## config.mk

```make
export PLATFORM = sky130hd
export DESIGN_NAME = gpc_regs
export DESIGN_NICKNAME = d
export VERILOG_FILES = /design/src/hdl/gpc_pkg.sv /design/src/hdl/gpc_lp_divider.sv /design/src/hdl/gpc_regs.sv /design/src/hdl/gpc_wake_delay.sv
export VERILOG_INCLUDE_DIRS = /design/src /design/src/hdl
export SDC_FILE = /design/constraint.sdc
export NUM_CORES = 1
export LEC_CHECK = 0
export BUFFER_PORTS_ARGS = -buffer_cell sky130_fd_sc_hd__buf_2
export CAP_MARGIN = 20
export CORE_UTILIZATION = 40
export CTS_CLUSTER_DIAMETER = 60
export DETAILED_ROUTE_END_ITERATION = 8
export PLACE_DENSITY_LB_ADDON = 0.08
export SLEW_MARGIN = 25
export SYNTH_ARGS = -nofsm -noshare
export SYNTH_HDL_FRONTEND = slang
export SYNTH_SLANG_ARGS = --single-unit
```

## constraint.sdc

```tcl
create_clock -name aclk -period 2.1 [get_ports aclk]
set_input_delay 0.525 -clock aclk [delete_from_list [all_inputs] [get_ports aclk]]
set_output_delay 0.525 -clock aclk [all_outputs]
set_load 0.01 [all_outputs]
```

## src/hdl/gpc_defines.svh

```systemverilog
`ifndef GPC_DEFINES_SVH
`define GPC_DEFINES_SVH

// ==========================================================================
// register indices (byte address = 4 * index)
// ==========================================================================
`define GPC_IDX_GP_STATUS 32'h50003306
`define GPC_IDX_GENERAL_CONTROL 32'h50003308
`define GPC_IDX_SNAPSHOT 32'h5000330A
`define GPC_IDX_IRQ_STATUS 32'h5000330C
`define GPC_IDX_IRQ_MASK 32'h5000330E
`define GPC_ADDR_W 16

// ==========================================================================
// field positions
// ==========================================================================
`define GPC_STATUS_CAL_BIT 0
`define GPC_CTRL_WAKE_REQ_BIT 0
`define GPC_CTRL_WAKE_IRQ_BIT 2
`define GPC_CTRL_PRIO_BIT 4
`define GPC_CTRL_SEL_LSB 5
`define GPC_CTRL_SEL_MSB 6
`define GPC_SNAP_MSB 9
`define GPC_SAMP_MSB 18
`define GPC_EV_WAKE 0
`define GPC_EV_CAPTURE 1
`define GPC_EV_RESTORE 2
`define GPC_EV_W 3

// ==========================================================================
// reset values and answers
// ==========================================================================
`define GPC_RST_CTRL 16'h0000
`define GPC_RST_SNAPSHOT 10'h000
`define GPC_RST_EVENTS 3'h0
`define GPC_RESP_OKAY 2'h0
`define GPC_RESP_SLVERR 2'h2

// ==========================================================================
// timing
// ==========================================================================
`define GPC_CLK_PERIOD_NS 5
`define GPC_LP_PERIOD_NS 31250
`define GPC_LP_DIV (`GPC_LP_PERIOD_NS / `GPC_CLK_PERIOD_NS)
`define GPC_WAKE_TICKS 4

`endif

```

## src/hdl/gpc_pkg.sv

```systemverilog
package gpc_pkg;
  `include "gpc_defines.svh"

  typedef enum logic [1:0] {
    GPC_WAKE_IDLE,
    GPC_WAKE_COUNT,
    GPC_WAKE_FIRE
  } gpc_wake_state_t;

  typedef struct packed {
    logic awready;
    logic wready;
    logic bvalid;
    logic [1:0] bresp;
    logic arready;
    logic rvalid;
    logic [1:0] rresp;
    logic [31:0] rdata;
    logic aw_held;
    logic w_held;
    logic [`GPC_ADDR_W-3:0] aw_idx;
    logic [31:0] wdata;
    logic [3:0] wstrb;
    logic wake_req;
    logic prio;
    logic [1:0] rd_sel;
    logic [`GPC_SNAP_MSB:0] snapshot;
    logic [`GPC_EV_W-1:0] ev_status;
    logic [`GPC_EV_W-1:0] ev_mask;
    logic irq;
    logic fc_load;
    logic [`GPC_SNAP_MSB:0] fc_value;
    logic wake_irq_seen;
  } gpc_state_t;
endpackage : gpc_pkg

```

## src/hdl/gpc_lp_divider.sv

```systemverilog
`timescale 1ns/100ps
module gpc_lp_divider #(
  parameter int DIV = 6250
) (
  input wire logic aclk,
  input wire logic aresetn,
  output logic lp_tick
);
  typedef struct packed {
    logic [$clog2(DIV)-1:0] cnt;
    logic tick;
  } gpc_div_state_t;

  localparam logic [$clog2(DIV)-1:0] LAST = ($clog2(DIV))'(DIV - 1);

  gpc_div_state_t st;
  gpc_div_state_t next_st;

  always_comb begin
    next_st = st;
    next_st.tick = 1'b0;
    if (st.cnt == LAST) begin
      next_st.cnt = '0;
      next_st.tick = 1'b1;
    end else begin
      next_st.cnt = st.cnt + 1'b1;
    end
  end

  always_ff @(posedge aclk) begin
    if (!aresetn) begin
      st <= '0;
    end else begin
      st <= next_st;
    end
  end

  assign lp_tick = st.tick;
endmodule : gpc_lp_divider

```

## src/hdl/gpc_regs.sv

```systemverilog
`timescale 1ns/100ps
module gpc_regs
  import gpc_pkg::*;
#(
  parameter int LP_DIV = `GPC_LP_DIV
) (
  input wire logic aclk,
  input wire logic aresetn,
  input wire logic [`GPC_ADDR_W-1:0] awaddr,
  input wire logic [2:0] awprot,
  input wire logic awvalid,
  output logic awready,
  input wire logic [31:0] wdata,
  input wire logic [3:0] wstrb,
  input wire logic wvalid,
  output logic wready,
  output logic [1:0] bresp,
  output logic bvalid,
  input wire logic bready,
  input wire logic [`GPC_ADDR_W-1:0] araddr,
  input wire logic [2:0] arprot,
  input wire logic arvalid,
  output logic arready,
  output logic [31:0] rdata,
  output logic [1:0] rresp,
  output logic rvalid,
  input wire logic rready,
  input wire logic otp_programmed,
  input wire logic calibration_done,
  input wire logic link_deep_sleep,
  input wire logic link_sleep_entry,
  input wire logic link_wake_sequence,
  input wire logic [9:0] fine_counter,
  input wire logic [9:0] deep_sleep_duration,
  input wire logic [18:0] deep_sleep_time,
  input wire logic deep_sleep_monitor,
  output logic link_wakeup_request,
  output logic link_wakeup_irq,
  output logic bus_priority_select,
  output logic fine_counter_load,
  output logic [9:0] fine_counter_restore,
  output logic irq
);
  import gpc_pkg::*;

  // ========================================================================
  // decode
  // ========================================================================
  localparam int IW = `GPC_ADDR_W - 2;
  localparam logic [31:0] IDX_STATUS = `GPC_IDX_GP_STATUS;
  localparam logic [31:0] IDX_CTRL = `GPC_IDX_GENERAL_CONTROL;
  localparam logic [31:0] IDX_SNAP = `GPC_IDX_SNAPSHOT;
  localparam logic [31:0] IDX_EVST = `GPC_IDX_IRQ_STATUS;
  localparam logic [31:0] IDX_EVMK = `GPC_IDX_IRQ_MASK;

  function automatic logic mapped(input logic [IW-1:0] idx);
    mapped = (idx == IDX_STATUS[IW-1:0]) || (idx == IDX_CTRL[IW-1:0])
          || (idx == IDX_SNAP[IW-1:0]) || (idx == IDX_EVST[IW-1:0])
          || (idx == IDX_EVMK[IW-1:0]);
  endfunction : mapped

  gpc_state_t st;
  gpc_state_t next_st;
  logic lp_tick;
  logic wake_irq;

  // ========================================================================
  // low-power timebase and wake-up delay
  // ========================================================================
  gpc_lp_divider #(
    .DIV(LP_DIV)
  ) u_lp_div (
    .aclk(aclk),
    .aresetn(aresetn),
    .lp_tick(lp_tick)
  );

  gpc_wake_delay #(
    .TICKS(`GPC_WAKE_TICKS)
  ) u_wake (
    .aclk(aclk),
    .aresetn(aresetn),
    .lp_tick(lp_tick),
    .wake_req(st.wake_req),
    .deep_sleep(link_deep_sleep),
    .wake_irq(wake_irq)
  );

  // ========================================================================
  // read data
  // ========================================================================
  logic [15:0] ctrl_word;
  logic [15:0] snap_word;
  logic [31:0] rd_word;
  logic [IW-1:0] ar_idx;

  always_comb begin
    ctrl_word = 16'h0000;
    ctrl_word[`GPC_CTRL_WAKE_REQ_BIT] = st.wake_req;
    ctrl_word[`GPC_CTRL_WAKE_IRQ_BIT] = wake_irq;
    ctrl_word[`GPC_CTRL_PRIO_BIT] = st.prio;
    ctrl_word[`GPC_CTRL_SEL_MSB:`GPC_CTRL_SEL_LSB] = st.rd_sel;
    snap_word = 16'h0000;
    case (st.rd_sel)
      2'h1: snap_word[9:0] = deep_sleep_duration;
      2'h2: snap_word[9:0] = deep_sleep_time[9:0];
      2'h3: snap_word[9:0] = {deep_sleep_monitor, deep_sleep_time[`GPC_SAMP_MSB:10]};
      default: snap_word[9:0] = st.snapshot;
    endcase
  end

  always_comb begin
    ar_idx = araddr[`GPC_ADDR_W-1:2];
    rd_word = 32'h0000_0000;
    if (ar_idx == IDX_STATUS[IW-1:0]) begin
      rd_word[`GPC_STATUS_CAL_BIT] = otp_programmed && !calibration_done;
    end else if (ar_idx == IDX_CTRL[IW-1:0]) begin
      rd_word[15:0] = ctrl_word;
    end else if (ar_idx == IDX_SNAP[IW-1:0]) begin
      rd_word[15:0] = snap_word;
    end else if (ar_idx == IDX_EVST[IW-1:0]) begin
      rd_word[`GPC_EV_W-1:0] = st.ev_status;
    end else if (ar_idx == IDX_EVMK[IW-1:0]) begin
      rd_word[`GPC_EV_W-1:0] = st.ev_mask;
    end
  end

  // ========================================================================
  // next state
  // ========================================================================
  logic do_write;
  logic [15:0] wr_lo;
  logic [15:0] wr_mask;
  logic [`GPC_EV_W-1:0] events;

  always_comb begin
    next_st = st;
    do_write = 1'b0;
    wr_lo = st.wdata[15:0];
    wr_mask = {{8{st.wstrb[1]}}, {8{st.wstrb[0]}}};
    events = '0;
    next_st.fc_load = 1'b0;

    // write channel capture, either order
    if (awvalid && st.awready) begin
      next_st.aw_held = 1'b1;
      next_st.aw_idx = awaddr[`GPC_ADDR_W-1:2];
    end
    if (wvalid && st.wready) begin
      next_st.w_held = 1'b1;
      next_st.wdata = wdata;
      next_st.wstrb = wstrb;
    end
    if (st.bvalid && bready) begin
      next_st.bvalid = 1'b0;
    end
    if (st.aw_held && st.w_held && !st.bvalid) begin
      do_write = 1'b1;
      next_st.aw_held = 1'b0;
      next_st.w_held = 1'b0;
      next_st.bvalid = 1'b1;
      next_st.bresp = mapped(st.aw_idx) ? `GPC_RESP_OKAY : `GPC_RESP_SLVERR;
    end

    if (do_write) begin
      if (st.aw_idx == IDX_CTRL[IW-1:0]) begin
        if (wr_mask[0]) begin
          next_st.wake_req = wr_lo[`GPC_CTRL_WAKE_REQ_BIT];
        end
        if (wr_mask[0]) begin
          next_st.prio = wr_lo[`GPC_CTRL_PRIO_BIT];
          next_st.rd_sel = wr_lo[`GPC_CTRL_SEL_MSB:`GPC_CTRL_SEL_LSB];
        end
      end else if (st.aw_idx == IDX_SNAP[IW-1:0]) begin
        // same effect for every select value; awake writes only park here
        next_st.snapshot = (st.snapshot & ~wr_mask[9:0]) | (wr_lo[9:0] & wr_mask[9:0]);
      end else if (st.aw_idx == IDX_EVST[IW-1:0]) begin
        if (wr_mask[0]) begin
          next_st.ev_status = st.ev_status & ~wr_lo[`GPC_EV_W-1:0];
        end
      end else if (st.aw_idx == IDX_EVMK[IW-1:0]) begin
        if (wr_mask[0]) begin
          next_st.ev_mask = wr_lo[`GPC_EV_W-1:0];
        end
      end
    end

    // hardware capture wins over a software write in the same cycle
    if (link_sleep_entry) begin
      next_st.snapshot = fine_counter;
      events[`GPC_EV_CAPTURE] = 1'b1;
    end
    if (link_wake_sequence) begin
      next_st.fc_load = 1'b1;
      next_st.fc_value = st.snapshot;
      events[`GPC_EV_RESTORE] = 1'b1;
    end
    next_st.wake_irq_seen = wake_irq;
    if (wake_irq && !st.wake_irq_seen) begin
      events[`GPC_EV_WAKE] = 1'b1;
    end
    // set beats clear
    next_st.ev_status = next_st.ev_status | events;
    next_st.irq = |(next_st.ev_status & next_st.ev_mask);

    // read channel
    if (st.rvalid && rready) begin
      next_st.rvalid = 1'b0;
    end
    if (arvalid && st.arready) begin
      next_st.rvalid = 1'b1;
      next_st.rdata = rd_word;
      next_st.rresp = mapped(ar_idx) ? `GPC_RESP_OKAY : `GPC_RESP_SLVERR;
    end

    next_st.awready = !next_st.aw_held && !next_st.bvalid;
    next_st.wready = !next_st.w_held && !next_st.bvalid;
    next_st.arready = !next_st.rvalid;
  end

  // ========================================================================
  // state register
  // ========================================================================
  always_ff @(posedge aclk) begin
    if (!aresetn) begin
      st <= '0;
      st.awready <= 1'b1;
      st.wready <= 1'b1;
      st.arready <= 1'b1;
      st.snapshot <= `GPC_RST_SNAPSHOT;
      st.ev_status <= `GPC_RST_EVENTS;
      st.ev_mask <= `GPC_RST_EVENTS;
    end else begin
      st <= next_st;
    end
  end

  assign awready = st.awready;
  assign wready = st.wready;
  assign bvalid = st.bvalid;
  assign bresp = st.bresp;
  assign arready = st.arready;
  assign rvalid = st.rvalid;
  assign rdata = st.rdata;
  assign rresp = st.rresp;
  assign link_wakeup_request = st.wake_req;
  assign link_wakeup_irq = wake_irq;
  assign bus_priority_select = st.prio;
  assign fine_counter_load = st.fc_load;
  assign fine_counter_restore = st.fc_value;
  assign irq = st.irq;
endmodule : gpc_regs

```

## src/hdl/gpc_wake_delay.sv

```systemverilog
`timescale 1ns/100ps
module gpc_wake_delay
  import gpc_pkg::*;
#(
  parameter int TICKS = 4
) (
  input wire logic aclk,
  input wire logic aresetn,
  input wire logic lp_tick,
  input wire logic wake_req,
  input wire logic deep_sleep,
  output logic wake_irq
);
  typedef struct packed {
    gpc_wake_state_t state;
    logic [2:0] cnt;
    logic irq;
  } gpc_wd_state_t;

  localparam logic [2:0] LAST = 3'(TICKS - 1);

  gpc_wd_state_t st;
  gpc_wd_state_t next_st;

  // request seen mid-period: waiting four ticks lands between 3 and 4 periods
  always_comb begin
    next_st = st;
    case (st.state)
      GPC_WAKE_IDLE: begin
        next_st.cnt = '0;
        if (wake_req && deep_sleep) begin
          next_st.state = GPC_WAKE_COUNT;
        end
      end
      GPC_WAKE_COUNT: begin
        if (lp_tick) begin
          next_st.cnt = st.cnt + 1'b1;
          if (st.cnt == LAST) begin
            next_st.state = GPC_WAKE_FIRE;
            next_st.irq = 1'b1;
          end
        end
      end
      GPC_WAKE_FIRE: begin
        // held until the core has left deep sleep
        if (!deep_sleep) begin
          next_st.state = GPC_WAKE_IDLE;
          next_st.irq = 1'b0;
        end
      end
      default: begin
        next_st.state = GPC_WAKE_IDLE;
      end
    endcase
  end

  always_ff @(posedge aclk) begin
    if (!aresetn) begin
      st <= '{state: GPC_WAKE_IDLE, cnt: 3'h0, irq: 1'b0};
    end else begin
      st <= next_st;
    end
  end

  assign wake_irq = st.irq;
endmodule : gpc_wake_delay

```

==> results by group <==
Clocking
  – CTS Buf Count: 9
  – CTS Hold Bufs: 0
  – Clk_lat worst skew: 0.33 ns
  – Buffer count from post-CTS setup fixing: 0
  – Bufs on Longest Clock Path: 2
  – CTS root buf: clkbuf_16
  – CTS tree: yes
  – Clock Pin Slew Worst Setup and Hold Paths: 0.06 ns
  – Post-cts resize count: 0
  – H-tree lvl count: 3
  – CTS Sinks: 98

STA
  – Fin crit share: 89.1%
  – Pins Over Slew Limit: 0
  – Worst hold slack: 0.426 ns
  – Tmin final: 1.87 ns
  – Max Clk Rate: 534 MHz
  – Fin. Hold Viols: 0
  – Clock skew: 0.00791 ns
  – Unrepaired setup endpoints after global routing: false
  – # setup viols final: 0

Floorplanning
  – Die footprint: 12100 µm²
  – Core region area: 11400 µm²
  – Die W: 110 µm
  – Ports: 182
  – Row count: 39
  – Die Ht: 110 µm
  – Initial Util: 40.9%

Routing
  – DR vias: 3697
  – DRT antenna net count: 0
  – Drt total wl: 10.5 mm
  – Residual DRC: 0
  – Router iterations before antenna repair: 4
  – Violation count after the first detailed-route iteration: 160
  – Drt via density: 4.87
  – Mean routed wirelength per cell: 13.8 µm

Synthesis
  – FF+latch count, synth: 98
  – Ys flop type: dfxtp_1
  – Synthesized area: 4650 µm²
  – Asr flop ratio synth: 0%
  – Mean Syn Cell Area: 9.02 µm²
  – Register area share after synthesis: 42.2%
  – Mapped Cells: 516
  – Library cells used by synthesis: 55
  – Number of synthesized flops with an enable pin: 0
  – Yosys warns: 0

Worst setup path
  – Crit path cell chain: nor4_4 -> nand4_1 -> o311ai_1 -> a22oi_1 -> a311o_1
  – CP Launch Type: flip-flop
  – Slowest CP cell: o311ai_1
  – CP delay by family, top: compound AO/OA/AOI/OAI gates
  – Reg-to-Reg Start: st[73]
  – Bufs and invs on worst path: 0
  – Critical-path maximum fanout: 5
  – R2R cell count: 5
  – Setup Crit Path Kind: flip-flop to flip-flop
  – Arrival time worst endpoint: 2.09 ns
  – R2r setup slk: 0.23 ns
  – Critical register-to-register path endpoint: irq
  – Critical Path RT: 2.32 ns
  – CP Capture Type: flip-flop
  – CP peak stage delay: 0.39 ns

GRT
  – Initial antenna violation count: 1
  – First-pass GRT wire length: 16.8 mm
  – Grt ovf: 0
  – Vias in the first global route: 3490
  – All-layer global routing usage: 18.1%
  – Largest net degree at the start of global routing: 34

Finish
  – Number of standard cells in the final layout excluding fillers: 759
  – Ant diodes: 0
  – P&R area growth vs syn: 15.9%
  – Layout Nets: 743
  – Layout cells sized above 1: 27.1%
  – Most common cell after layout, fill and taps aside: buf_2
  – Commonest non-fill, non-tap cells in the layout: 123 x buf_2, 98 x dfxtp_1, 80 x nand2_1

Pwr
  – Sw Share: 23.8%
  – Clock network power share: 39.3%
  – Psw: 0.943 mW
  – Sequential Power Share: 50.5%
  – Comb pwr share: 10.2%
  – Worst vdd ir: 0.000434 V
  – Leak: 2.38 nW
  – Pint: 3.03 mW
  – PwrDens: 736 nW/µm²

Min path
  – Worst hold stages: 3
  – Hold Crit Endpoint: st[74]
  – Hold Crit Start: awaddr[7]
  – Hold crit path type: primary input to flip-flop

Job
  – Max Cap Viol: 0

Run status
  – Status: finished clean

Place
  – Port bufs: 123
  – Routability cong.: 0.784
  – Detail Placement HPWL: 7.94 mm
  – Placed insts: 745
[metal layers]
layer	GRT usage (%)	part of all wire, %	routed length (µm)
met5	0	0	0
met3	4.45	6.0	632
met2	30.0	45	4730
met4	4.57	0.87	91
met1	23.5	48	5030
[stage by stage]
stage	setup TNS [ns]	setup slack [ns]	utilization [%]	instance area [µm²]	total power, mW
after floorplan	0	0.121	-	4740	2.33
after global placement	-0.0899	-0.0239	45.0	5120	2.45
after detailed placement	-0.257	-0.0623	45.0	5120	2.46
after CTS	0	0.241	47.4	5390	4.03
after global routing	0	0.0930	47.4	5390	4.17
final	0	0.228	47.4	5390	3.97
[power groups by stage]
| stage | combinational, mW | clock, mW | sequential, mW |
|---|---|---|---|
| after floorplan | 0.303 | 0 | 2.03 |
| after global placement | 0.402 | 0 | 2.04 |
| after detailed placement | 0.409 | 0 | 2.05 |
| after CTS | 0.410 | 1.61 | 2.01 |
| after global routing | 0.460 | 1.69 | 2.02 |
| final | 0.404 | 1.56 | 2.01 |
[flip-flops by register name, summed over array words and instances (netlist names), 2 cells and up]
signal,cells
u_wake.st,5
rdata,10
fine_counter_restore,10
u_lp_div.st,13
ctrl_word,2
st,45
[layout make-up]
class | count | area [µm²]
fill | 1152 | 5980
sequential | 98 | 1960
inverter | 13 | 48.8
tap | 143 | 179
timing repair buffer | 134 | 698
clock buffer | 10 | 229
clock inverter | 4 | 45.0
multi-input combinational | 357 | 2230
[kinds of logic (layout without fill, tap and decap cells)]
family	Yosys count	after routing	synth area share, %
simple gates	187	187	20.4
flops	98	98	42.2
compound gates	88	88	10.7
buf+inv	84	161	11.7
mux	43	43	11.9
xor+xnor	11	11	2.07
fa+ha+maj	4	4	1.08
other cells	1	24	0.0806
[Yosys cell counts (3+ instances only)]
| cell type | count | area share, % |
|---|---|---|
| clkbuf_8 | 5 | 1.5 |
| clkbuf_1 | 19 | 1.5 |
| dfxtp_1 | 98 | 42 |
| nor2_1 | 45 | 3.6 |
| xor2_1 | 7 | 1.3 |
| nand3_1 | 11 | 1.2 |
| mux2i_1 | 30 | 6.5 |
| nand2b_1 | 7 | 0.94 |
| mux4_2 | 9 | 4.4 |
| and3_1 | 7 | 0.94 |
| a21oi_1 | 53 | 5.7 |
| nand2_1 | 80 | 6.5 |
| a22oi_1 | 6 | 0.97 |
| o21ai_1 | 3 | 0.32 |
| and2_1 | 8 | 1.1 |
| buf_4 | 46 | 7.4 |
| nor3_1 | 4 | 0.43 |
| ha_1 | 4 | 1.1 |
| inv_1 | 12 | 0.97 |
| xnor2_1 | 4 | 0.75 |
| o21ai_0 | 14 | 1.5 |
[tightest hold or removal path: stages]
cell and delay (ns):
buf_2 0.09, nand2_1 0.05, a21oi_1 0.05
[worst max-delay path by stage]
stage | cells after the start | to | startpoint
final | 5 | irq | st[73]
after CTS | 5 | irq | st[73]
after floorplan | 5 | rdata[5] | araddr[13]
after global routing | 5 | irq | st[73]
after detailed placement | 6 | rdata[3] | araddr[13]
after global placement | 6 | rdata[3] | araddr[13]
Power figures use the tool's default switching activity.
